--- config.mk ---
export PLATFORM = sky130hd
export DESIGN_NAME = relay_forwarder
export DESIGN_NICKNAME = d
export VERILOG_FILES = /design/src/inc/relay_pkg.sv /design/src/hdl/reload_timer.sv /design/src/hdl/relay_forwarder.sv
export SDC_FILE = /design/constraint.sdc
export NUM_CORES = 1
export LEC_CHECK = 0
export BUFFER_PORTS_ARGS = -buffer_cell sky130_fd_sc_hd__buf_2
export CAP_MARGIN = 15
export CORE_MARGIN = 5
export CORE_UTILIZATION = 52
export CTS_CLUSTER_DIAMETER = 80
export DETAILED_ROUTE_END_ITERATION = 16
export PLACE_DENSITY = 0.92
export SLEW_MARGIN = 20
export SYNTH_ARGS = -nofsm -noshare
export SYNTH_HDL_FRONTEND = slang
export SYNTH_SLANG_ARGS = --single-unit
--- constraint.sdc ---
create_clock -name i_clk_sys -period 3.5 [get_ports i_clk_sys]
set_input_delay 0.525 -clock i_clk_sys [delete_from_list [all_inputs] [get_ports i_clk_sys]]
set_output_delay 0.525 -clock i_clk_sys [all_outputs]
set_load 0.05 [all_outputs]
--- src/inc/relay_pkg.sv ---
// Package for the repeater forwarding block: modes, field positions, reset values and timing counts.
// Assumes a single 25 MHz system clock shared by every file that imports it.
package relay_pkg;

    // ------------------------------------------------------------
    // Operating modes and timing
    // ------------------------------------------------------------
    typedef enum logic [1:0] {
        MODE_NORMAL,
        MODE_WAKE,
        MODE_CONFIG,
        MODE_SLEEP
    } op_mode_type;

    localparam int CLK_FREQ_HZ = 25_000_000;
    // Time the parameter reload takes, in microseconds.
    localparam int RELOAD_TIME_US = 20;
    localparam int RELOAD_CYCLES = (RELOAD_TIME_US * (CLK_FREQ_HZ / 1_000_000) < 1) ? 1 :
        RELOAD_TIME_US * (CLK_FREQ_HZ / 1_000_000);
    localparam int RELOAD_CNT_W = 10;

    // ------------------------------------------------------------
    // Field positions and limits
    // ------------------------------------------------------------
    localparam int REPEAT_EN_BIT = 5;
    localparam int ADDR_HIGH_LSB = 8;
    localparam logic [6:0] CHANNEL_MAX = 7'h40;
    localparam logic [7:0] NETWORK_IDENT_RESET = 8'h00;
    localparam logic [15:0] ADDR_RESET = 16'h0000;
    localparam logic [7:0] OPTION3_RESET = 8'h03;
    localparam logic [6:0] CHANNEL_RESET = 7'h28;

endpackage

--- src/hdl/reload_timer.sv ---
// Reload timer: holds a busy level for a fixed count after a start pulse.
// Assumes start is a one-cycle pulse on the system clock.
`timescale 1ns/1ps
module reload_timer (
    // Clock and reset
    input wire logic i_clk_sys,
    input wire logic i_rst,
    // Control
    input wire logic i_start,
    output logic o_busy
);
    import relay_pkg::*;

    logic [RELOAD_CNT_W-1:0] count;

    // ------------------------------------------------------------
    // Countdown
    // ------------------------------------------------------------
    // Reset itself counts as a reload, so the timer starts loaded.
    always_ff @(posedge i_clk_sys) begin
        if (i_rst || i_start) begin
            count <= RELOAD_CNT_W'(RELOAD_CYCLES);
        end else if (count != '0) begin
            count <= count - 1'b1;
        end
    end

    assign o_busy = (count != '0);
endmodule

--- src/hdl/relay_forwarder.sv ---
// Repeater forwarding logic: relays packets between the two networks named by the address bytes.
// Assumes the radio side presents received packet headers as one-cycle strobes on i_clk_sys.
`timescale 1ns/1ps

module relay_forwarder (
    // Clock and reset
    input wire logic i_clk_sys,
    input wire logic i_rst,
    // Mode pins from the host
    input wire logic i_mode_select_0,
    input wire logic i_mode_select_1,
    // Configuration written by the host in configuration mode
    input wire logic i_cfg_write,
    input wire logic [7:0] i_addr_high_byte,
    input wire logic [7:0] i_addr_low_byte,
    input wire logic [7:0] i_network_ident,
    input wire logic [6:0] i_channel,
    input wire logic [7:0] i_option3,
    // Received packet header from the radio
    input wire logic i_rx_valid,
    input wire logic [7:0] i_rx_network_ident,
    input wire logic [15:0] i_rx_src_addr,
    input wire logic [15:0] i_rx_dst_addr,
    // Host transmit request
    input wire logic i_host_tx_req,
    // Outputs
    output logic o_busy_n,
    output logic o_relay_tx,
    output logic [7:0] o_relay_network_ident,
    output logic o_host_deliver,
    output logic o_radio_tx,
    output logic o_low_power,
    output logic o_repeating,
    output logic o_cfg_reject
);
    import relay_pkg::*;

    // ------------------------------------------------------------
    // Declarations
    // ------------------------------------------------------------
    logic [1:0] mode_meta;
    logic [1:0] mode_sync;
    op_mode_type mode;
    op_mode_type prev_mode;
    logic [7:0] addr_high_byte;
    logic [7:0] addr_low_byte;
    logic [7:0] network_ident;
    logic [6:0] channel;
    logic [7:0] option3;
    logic repeating;
    logic reload_start;
    logic reload_busy;
    logic in_pair;
    logic [7:0] other_net;
    logic reloading;

    // Maps the two pin levels onto a mode.
    function automatic op_mode_type decode_mode(input logic [1:0] pins);
        case (pins)
            2'b00: decode_mode = MODE_NORMAL;
            2'b01: decode_mode = MODE_WAKE;
            2'b10: decode_mode = MODE_CONFIG;
            default: decode_mode = MODE_SLEEP;
        endcase
    endfunction

    // ------------------------------------------------------------
    // Mode pins
    // ------------------------------------------------------------
    // Pins are asynchronous to the clock, so two stages come first.
    always_ff @(posedge i_clk_sys) begin
        if (i_rst) begin
            mode_meta <= 2'b00;
            mode_sync <= 2'b00;
        end else begin
            mode_meta <= {i_mode_select_1, i_mode_select_0};
            mode_sync <= mode_meta;
        end
    end

    assign mode = decode_mode(mode_sync);

    // Previous mode, used to spot the exit from sleep.
    always_ff @(posedge i_clk_sys) begin
        if (i_rst) begin
            prev_mode <= MODE_NORMAL;
        end else begin
            prev_mode <= mode;
        end
    end

    // ------------------------------------------------------------
    // Parameter reload
    // ------------------------------------------------------------
    assign reload_start = (prev_mode == MODE_SLEEP) && (mode != MODE_SLEEP);

    reload_timer u_reload (
        .i_clk_sys(i_clk_sys),
        .i_rst(i_rst),
        .i_start(reload_start),
        .o_busy(reload_busy)
    );

    // The start cycle counts as reloading too, because the timer only loads on that edge.
    assign reloading = reload_busy || reload_start;

    // The ready line stays low through reset and every reload.
    always_ff @(posedge i_clk_sys) begin
        if (i_rst) begin
            o_busy_n <= 1'b0;
        end else begin
            o_busy_n <= !reloading;
        end
    end

    // ------------------------------------------------------------
    // Configuration store
    // ------------------------------------------------------------
    // Writes count only in configuration mode and outside a reload; an out of range
    // channel rejects the whole write so the stored set stays consistent.
    always_ff @(posedge i_clk_sys) begin
        if (i_rst) begin
            addr_high_byte <= ADDR_RESET[ADDR_HIGH_LSB +: 8];
            addr_low_byte <= ADDR_RESET[7:0];
            network_ident <= NETWORK_IDENT_RESET;
            channel <= CHANNEL_RESET;
            option3 <= OPTION3_RESET;
            o_cfg_reject <= 1'b0;
        end else begin
            o_cfg_reject <= 1'b0;
            if (i_cfg_write && mode == MODE_CONFIG && !reloading) begin
                if (i_channel > CHANNEL_MAX) begin
                    o_cfg_reject <= 1'b1;
                end else begin
                    addr_high_byte <= i_addr_high_byte;
                    addr_low_byte <= i_addr_low_byte;
                    network_ident <= i_network_ident;
                    channel <= i_channel;
                    option3 <= i_option3;
                end
            end
        end
    end

    // ------------------------------------------------------------
    // Repeater state
    // ------------------------------------------------------------
    // Enabling in configuration is not enough: relaying begins only in normal mode.
    always_ff @(posedge i_clk_sys) begin
        if (i_rst) begin
            repeating <= 1'b0;
        end else begin
            repeating <= option3[REPEAT_EN_BIT] && mode == MODE_NORMAL && !reloading;
        end
    end

    always_ff @(posedge i_clk_sys) begin
        if (i_rst) begin
            o_repeating <= 1'b0;
        end else begin
            o_repeating <= repeating;
        end
    end

    // ------------------------------------------------------------
    // Forwarding decision
    // ------------------------------------------------------------
    // The pair replaces the node address and own network identifier entirely.
    assign in_pair = (i_rx_network_ident == addr_high_byte) || (i_rx_network_ident == addr_low_byte);
    assign other_net = (i_rx_network_ident == addr_high_byte) ? addr_low_byte : addr_high_byte;

    // One strobe in gives at most one relay out, so a packet is never sent twice.
    always_ff @(posedge i_clk_sys) begin
        if (i_rst) begin
            o_relay_tx <= 1'b0;
            o_relay_network_ident <= 8'h00;
        end else begin
            // No target is this device while relaying: the address bytes are not a node address.
            o_relay_tx <= repeating && i_rx_valid && in_pair;
            if (repeating && i_rx_valid && in_pair) begin
                o_relay_network_ident <= other_net;
            end
        end
    end

    // ------------------------------------------------------------
    // Host side paths
    // ------------------------------------------------------------
    // As a plain node, delivery needs a matching network and source address.
    always_ff @(posedge i_clk_sys) begin
        if (i_rst) begin
            o_host_deliver <= 1'b0;
            o_radio_tx <= 1'b0;
            o_low_power <= 1'b0;
        end else begin
            o_host_deliver <= !repeating && mode == MODE_NORMAL && i_rx_valid && i_rx_network_ident == network_ident
                && i_rx_src_addr == {addr_high_byte, addr_low_byte};
            o_radio_tx <= !repeating && i_host_tx_req && mode != MODE_CONFIG && !reloading;
            o_low_power <= !repeating && (mode == MODE_SLEEP || mode == MODE_WAKE);
        end
    end
endmodule

==> impl_metrics.py, run 1 <==
metrics = {
    "placement": {
        "port-buffer-count": 77,
        "hpwlAfterDp_um": 4710,
        "detailedPlace.worstSlack_ns": 1.10,
        "place_inst": 421,
        "globalplace.congestion": 0.805,
    },
    "drt": {
        "wl_um": 6220,
        "drt_drc_violations_left": 0,
        "num_vias": 2276,
        "detail_route.iter0.violations": 169,
        "drt_first_pass_iters": 4,
        "detail_route.wl_per_cell_um": 14.2,
        "routed_via_density": 5.21,
        "route.antenna.remaining_nets": 0,
    },
    "power": {
        "p_leak_nw": 1.31,
        "peakVddDrop_mv": 0.321,
        "p_per_area_mw_per_mm2": 416,
    },
    "synthesis": {
        "async_set_reset_flop_share_out_of_synthesis": 0,
        "synthDominantAreaCellType": "dfxtp_1",
        "ys_seq_area_frac": 0.447,
        "ffs_latches_synth": 57,
        "yosys.cell_types.count": 39,
        "yosys_warnings": 0,
        "synthesis.nets": 373,
        "post_synth.cell_area_avg_um2": 8.92,
        "ys_dominant_reg_cell": "dfxtp_1",
        "synth_enable_flop_cells": 0,
        "synth.top_cells.by_area": "dfxtp_1 (45%), xnor2_1 (9.6%), nand2_1 (8.4%)",
        "syn-cell-area_mm2": 0.00255,
        "post_synth_inst_count": 286,
        "post-synth-top-area-fraction": 0.447,
    },
    "floorplan": {
        "floorplan.die.width_um": 80.0,
        "placeableCoreArea_mm2": 0.00475,
        "floorplan.rows": 25,
        "die_height_um": 80.0,
        "floorplan.die_area_mm2": 0.00640,
        "effective_utilization_at_floorplan": 0.536,
        "num_io_pins": 101,
    },
    "final_layout": {
        "fin_nets": 452,
        "layout_cells_sized_above_1": 0.268,
        "final_core_util": 0.663,
        "layoutNonFillerInstCount": 437,
        "areaGrowthSynthToFinish_pct": 23.6,
        "n_antenna_cell": 0,
    },
    "timing": {
        "hold_viol": 0,
        "slew_violations": 0,
        "maxClockFrequency_mhz": 412,
        "timing.setup.tns_ns": 0,
        "worst_clock_skew_ns": 0.0102,
        "final_worst_slack_ns": 1.08,
        "min_period_over_period": 0.693,
        "final-setup-viol-count": 0,
        "final_period_minus_worst_setup_slack_ns": 2.42,
        "worst_slew_pin_slew_ns": 0.666,
        "timing.max_slew.rel_slack": 0.554,
        "grt_setup_unrepaired": "no",
    },
    "setup_path": {
        "rr_endpoint": "addr_high_byte[6]",
        "launching_element_type_of_the_critical_path": "flip-flop",
        "worstPathMaxFanout": 25,
        "ff2ff_setup_slack_ns": 1.08,
        "crit_path_start": "u_reload.count[0]",
        "setup.worst_path.class": "flip-flop to flip-flop",
        "peak_per_stage_delay_on_the_critical_path_ns": 0.52,
        "worstRegToRegCells": 8,
        "worstPathArrival_ns": 2.68,
        "cp_slowest_cell": "or3b_2",
        "rr_startpoint": "u_reload.count[0]",
        "critical_path.cell_chain": "inv_1 -> ha_1 -> or3b_2 -> nor4_4 -> and4_1 -> buf_4 -> nand2_1 -> a21oi_1",
        "endpoint_of_the_most_critical_setup_path": "addr_high_byte[6]",
        "worst-endpoint-required_ns": 3.76,
        "worst_setup_path_end_kind": "flip-flop",
    },
    "clock_network": {
        "clk_pin_slew_ns": 0.06,
        "postCtsHoldBufs": 0,
        "tritoncts": "done",
        "count_of_clock_tree_sinks": 57,
        "cts_buffers": 9,
        "number_of_instances_resized_during_post_cts_repair": 0,
        "clock_insertion_delay_at_the_later_pin_of_the_skew_report_ns": 0.34,
        "max-clock-path-buffers": 2,
        "clock_tree.root_cell": "clkbuf_8",
        "postCtsSetupRepairBufs": 0,
        "ctsHtreeMaxLevel": 3,
    },
    "run_status": {
        "run_status": "finished clean",
    },
    "global_routing": {
        "grt_overflow_total": 0,
        "antenna_found_initial": 0,
        "grt_pass1_vias": 2208,
        "grtUsageTotal": 0.209,
        "pin_count_of_the_biggest_net_entering_global_routing": 38,
        "global_route_wire_length_before_repair_um": 9960,
    },
    "flow_run": {
        "maxCapViolCount": 0,
    },
    "worst_hold_path": {
        "min_delay_path_depth": 2,
        "min_path_type": "input port to flip-flop",
        "hold_path_startpoint": "i_mode_select_0",
    },
}
[worst min-delay path by stage]
| stage | end | slack [ns] |
|---|---|---|
| finish | mode_meta[0] | 0.39 |
| CTS | mode_meta[0] | 0.38 |
| global route | mode_meta[0] | 0.39 |
| detailed placement | mode_sync[1] | 0.44 |
| global placement | mode_sync[0] | 0.42 |
| floorplan | mode_sync[0] | 0.41 |
[cell families after synthesis]
logic type	count (synthesis)	share of synthesized area
buffers and inverters	16	0.0299
muxes	10	0.0397
xor gates and xnor gates	44	0.151
adders and majority gates	1	0.00491
DFF	57	0.447
AOI/OAI and AO/OA	43	0.102
and+or+nand+nor	115	0.225
[synth_stat cells (all sizes together), types with 2 or more instances]
library cell / count
a21oi: 26
a31oi: 2
buf: 4
clkbuf: 7
dfxtp: 57
inv: 5
mux2i: 9
nand2: 57
nand3: 5
nand4: 8
nor2: 12
nor2b: 8
nor3: 3
nor4: 7
o21ai: 2
o2bb2ai: 8
o31ai: 2
or3: 2
or4: 4
xnor2: 28
xor2: 16
[metal layers]
layer  GRT usage  wire length, um  up-vias  part of all wire
met5           0                0        -                 0
met4       0.111              169        0             0.027
met3      0.0711              507       15             0.081
met2       0.325             3000       96              0.48
met1       0.252             2550     1029              0.41
li1            -                -     1136                 -
[cell type report]
class,count,area [um2]
clock inverters,3,15.0
flip-flops and latches,57,1140
clock buffers,13,159
repair buffers,79,400
well taps,67,83.8
fillers,397,1600
multi-input cells,213,1330
inverters,5,18.8
[layout by cell type, fill, tap and decap left out, types with 2 or more instances in the layout]
| cell type | instances |
|---|---|
| buf_2 | 77 |
| nand2_1 | 57 |
| dfxtp_1 | 57 |
| xnor2_1 | 28 |
| a21oi_1 | 26 |
| xor2_1 | 16 |
| nor2_1 | 12 |
| clkbuf_8 | 11 |
| mux2i_1 | 9 |
| nand4_1 | 8 |
| nor2b_1 | 8 |
| o2bb2ai_1 | 8 |
| nor4_1 | 6 |
| inv_1 | 5 |
| nand3_1 | 5 |
| or4_1 | 3 |
| nor3_1 | 3 |
| clkinv_2 | 3 |
| o31ai_1 | 2 |
| a31oi_1 | 2 |
| or3_1 | 2 |
| o21ai_0 | 2 |
| clkbuf_1 | 2 |
| buf_4 | 2 |
[sequential cells by signal, indices dropped and copies added, names as in the netlist, 2 cells and up]
signal / count
u_reload.count: 10
mode_meta: 2
prev_mode: 2
addr_high_byte: 8
network_ident: 8
addr_low_byte: 8
mode_sync: 2
o_relay_network_ident: 8
[metrics by stage]
stage | total power, W | area [um2] | hold WS, ns
after floorplan | 0.000732 | 2550 | 0.414
after global routing | 0.00136 | 3150 | 0.386
after detailed placement | 0.000785 | 2980 | 0.437
after global placement | 0.000780 | 2980 | 0.424
final | 0.00131 | 3150 | 0.394
after CTS | 0.00132 | 3150 | 0.382
[power breakdown]
part / total (W) / switching, W / internal [W] / leakage (nW)
Combinational: 0.000104 / 0.0000524 / 0.0000517 / 0.751
Clock: 0.000539 / 0.000247 / 0.000292 / 0.0932
Sequential: 0.000668 / 0.00000907 / 0.000659 / 0.461
Total: 0.00131 / 0.000308 / 0.00100 / 1.31
[worst max-delay path: cells and delay by family (launching register included)]
kind,cells,cell delay [ns]
AND/OR/NAND/NOR,4,1.31
AO/OA/AOI/OAI,1,0.16
flip-flops,1,0.33
buffers and inverters,2,0.37
adder cells (fa/ha/maj),1,0.16
Note: power is estimated with default switching activity, not from simulation.
==> run 2, diff against run 1 <==
--- a/config.mk
+++ b/config.mk
@@ -8,10 +8,10 @@
 export BUFFER_PORTS_ARGS = -buffer_cell sky130_fd_sc_hd__buf_2
 export CAP_MARGIN = 15
 export CORE_MARGIN = 5
-export CORE_UTILIZATION = 52
+export CORE_UTILIZATION = 43
 export CTS_CLUSTER_DIAMETER = 80
 export DETAILED_ROUTE_END_ITERATION = 16
-export PLACE_DENSITY = 0.92
+export PLACE_DENSITY = 0.82
 export SLEW_MARGIN = 20
 export SYNTH_ARGS = -nofsm -noshare
 export SYNTH_HDL_FRONTEND = slang
==> constraint.sdc (replaced) <==
create_clock -name i_clk_sys -period 2 [get_ports i_clk_sys]
set_input_delay 0.3 -clock i_clk_sys [delete_from_list [all_inputs] [get_ports i_clk_sys]]
set_output_delay 0.3 -clock i_clk_sys [all_outputs]
set_load 0.05 [all_outputs]
==> impl_metrics.py, run 2 (synthesis gave the netlist of run 1 again) <==
metrics = {
    "setup_path": {
        "rr_startpoint": "u_reload.count[5]",
        "crit_path_start": "u_reload.count[5]",
        "rr_endpoint": "addr_low_byte[6]",
        "worst_setup_path_end_kind": "flip-flop",
        "ff2ff_setup_slack_ns": 0.04,
        "worstPathMaxFanout": 6,
        "worst-endpoint-required_ns": 2.27,
        "endpoint_of_the_most_critical_setup_path": "addr_low_byte[6]",
        "worstRegToRegCells": 6,
        "launching_element_type_of_the_critical_path": "flip-flop",
        "worstPathArrival_ns": 2.23,
        "setup.worst_path.class": "flip-flop to flip-flop",
    },
    "drt": {
        "routed_via_density": 5.17,
        "detail_route.iter0.violations": 109,
        "num_vias": 2340,
        "route.antenna.remaining_nets": 0,
        "drt_first_pass_iters": 4,
        "drt_drc_violations_left": 0,
        "wl_um": 6670,
        "detail_route.wl_per_cell_um": 14.7,
    },
    "final_layout": {
        "layoutNonFillerInstCount": 453,
        "commonest_cells_after_routing_fill_and_taps_aside": "buf_2 (77), nand2_1 (57), dfxtp_1 (53), xnor2_1 (28), a21oi_1 (20)",
        "largest_reg_flops": 10,
        "max_flop_register": "u_reload.count",
        "layout.cell_area.non_filler_mm2": 0.00332,
        "fin_nets": 460,
        "layout_commonest_cell": "buf_2",
        "n_antenna_cell": 0,
        "layout_cells_sized_above_1": 0.323,
        "areaGrowthSynthToFinish_pct": 30.1,
    },
    "floorplan": {
        "floorplan.die.width_um": 87.0,
        "effective_utilization_at_floorplan": 0.436,
        "floorplan.rows": 28,
        "die_height_um": 87.0,
        "floorplan.die_area_mm2": 0.00757,
        "num_io_pins": 101,
        "placeableCoreArea_mm2": 0.00585,
    },
    "power": {
        "report.power.total_w": 0.00231,
        "power_report.internal_total_w": 0.00176,
        "power_frac_comb": 0.082,
        "p_per_area_mw_per_mm2": 696,
        "peakVddDrop_mv": 0.387,
        "p_leak_nw": 1.36,
        "power.sequential.fraction": 0.507,
        "power.switching_w": 0.000548,
        "clock_power_share": 0.411,
        "power_switching_share": 0.237,
    },
    "clock_network": {
        "clock_insertion_delay_at_the_later_pin_of_the_skew_report_ns": 0.34,
        "max-clock-path-buffers": 2,
        "clock_tree.root_cell": "clkbuf_8",
        "tritoncts": "done",
        "clk_pin_slew_ns": 0.06,
        "cts_buffers": 9,
        "count_of_clock_tree_sinks": 57,
        "ctsHtreeMaxLevel": 3,
    },
    "placement": {
        "hpwlAfterDp_um": 4770,
        "detailed_place.area_mm2": 0.00305,
        "port-buffer-count": 77,
        "detailedPlace.worstSlack_ns": -0.0126,
        "place_inst": 432,
        "globalplace.congestion": 0.849,
    },
    "timing": {
        "timing.max_slew.rel_slack": 0.680,
        "maxClockFrequency_mhz": 510,
        "worst_clock_skew_ns": 0.00496,
        "final_period_minus_worst_setup_slack_ns": 1.96,
        "final_worst_slack_ns": 0.0393,
        "final-setup-viol-count": 0,
        "worst_slew_pin_slew_ns": 0.478,
        "minimum_hold_slack_ns": 0.171,
        "hold_viol": 0,
        "grt_setup_unrepaired": "yes",
        "min_period_over_period": 0.980,
        "slew_violations": 0,
    },
    "global_routing": {
        "global_route_wire_length_before_repair_um": 10200,
        "grt_pass1_vias": 2207,
        "antenna_found_initial": 0,
        "pin_count_of_the_biggest_net_entering_global_routing": 26,
        "grtUsageTotal": 0.178,
        "grt_overflow_total": 0,
    },
    "run_status": {
        "run_status": "finished clean",
    },
    "flow_run": {
        "maxCapViolCount": 0,
    },
    "worst_hold_path": {
        "min_path_type": "input port to flip-flop",
    },
}
## run 2: layout make-up
| type | count | area [um2] |
|---|---|---|
| Clock inverter | 3 | 15.0 |
| Inverter | 5 | 18.8 |
| Fill cell | 502 | 2530 |
| Timing Repair Buffer | 87 | 507 |
| Clock buffer | 13 | 159 |
| Multi-Input combinational cell | 213 | 1380 |
| Tap cell | 75 | 93.8 |
| Sequential cell | 57 | 1150 |
## run 2: through the flow
step,util,TNS [ns]
after floorplan,-,-3.51
after global placement,0.522,0
after detailed placement,0.522,-0.0200
after CTS,0.551,0
after global routing,0.567,-0.557
final,0.567,0
## run 2: layer usage
| metal | GRT usage | up-vias | part of all wire |
|---|---|---|---|
| met4 | 0.0921 | 0 | 0.022 |
| met1 | 0.219 | 1091 | 0.43 |
| met5 | 0 | - | 0 |
| met3 | 0.0615 | 15 | 0.074 |
| met2 | 0.273 | 78 | 0.48 |
| li1 | - | 1156 | - |
## run 2: worst min path at each step
| stage | end | start | cells after the start |
|---|---|---|---|
| floorplan | mode_sync[0] | mode_meta[0] | 1 |
| global placement | mode_sync[0] | mode_meta[0] | 1 |
| detailed placement | mode_sync[0] | mode_meta[0] | 1 |
| CTS | mode_meta[0] | i_mode_select_0 | 2 |
| global route | mode_meta[0] | i_mode_select_0 | 2 |
| finish | mode_meta[1] | i_mode_select_1 | 2 |
## run 2: timing repair
action | CTS | global route
setup endpoints to repair | 0 | 26
buffers inserted | 0 | 3
hold buffers | 0 | 0
resized for setup | 0 | 10
## run 2: critical path: stages, from the launching register on
cell and delay, ns:
dfxtp_2 0.34, or4_4 0.55, nor4_4 0.29, and4_4 0.33, clkbuf_16 0.17, nand2_1 0.07
a21oi_1 0.14
## run 2: power by group through the flow
stage / clock network, W / logic [W] / registers, W
3_3_place_gp: 0 / 0.000182 / 0.00119
4_1_cts: 0.000972 / 0.000188 / 0.00117
3_5_place_dp: 0 / 0.000188 / 0.00119
2_1_floorplan: 0 / 0.0000995 / 0.00119
5_1_grt: 0.00103 / 0.000210 / 0.00117
6_report: 0.000950 / 0.000190 / 0.00117
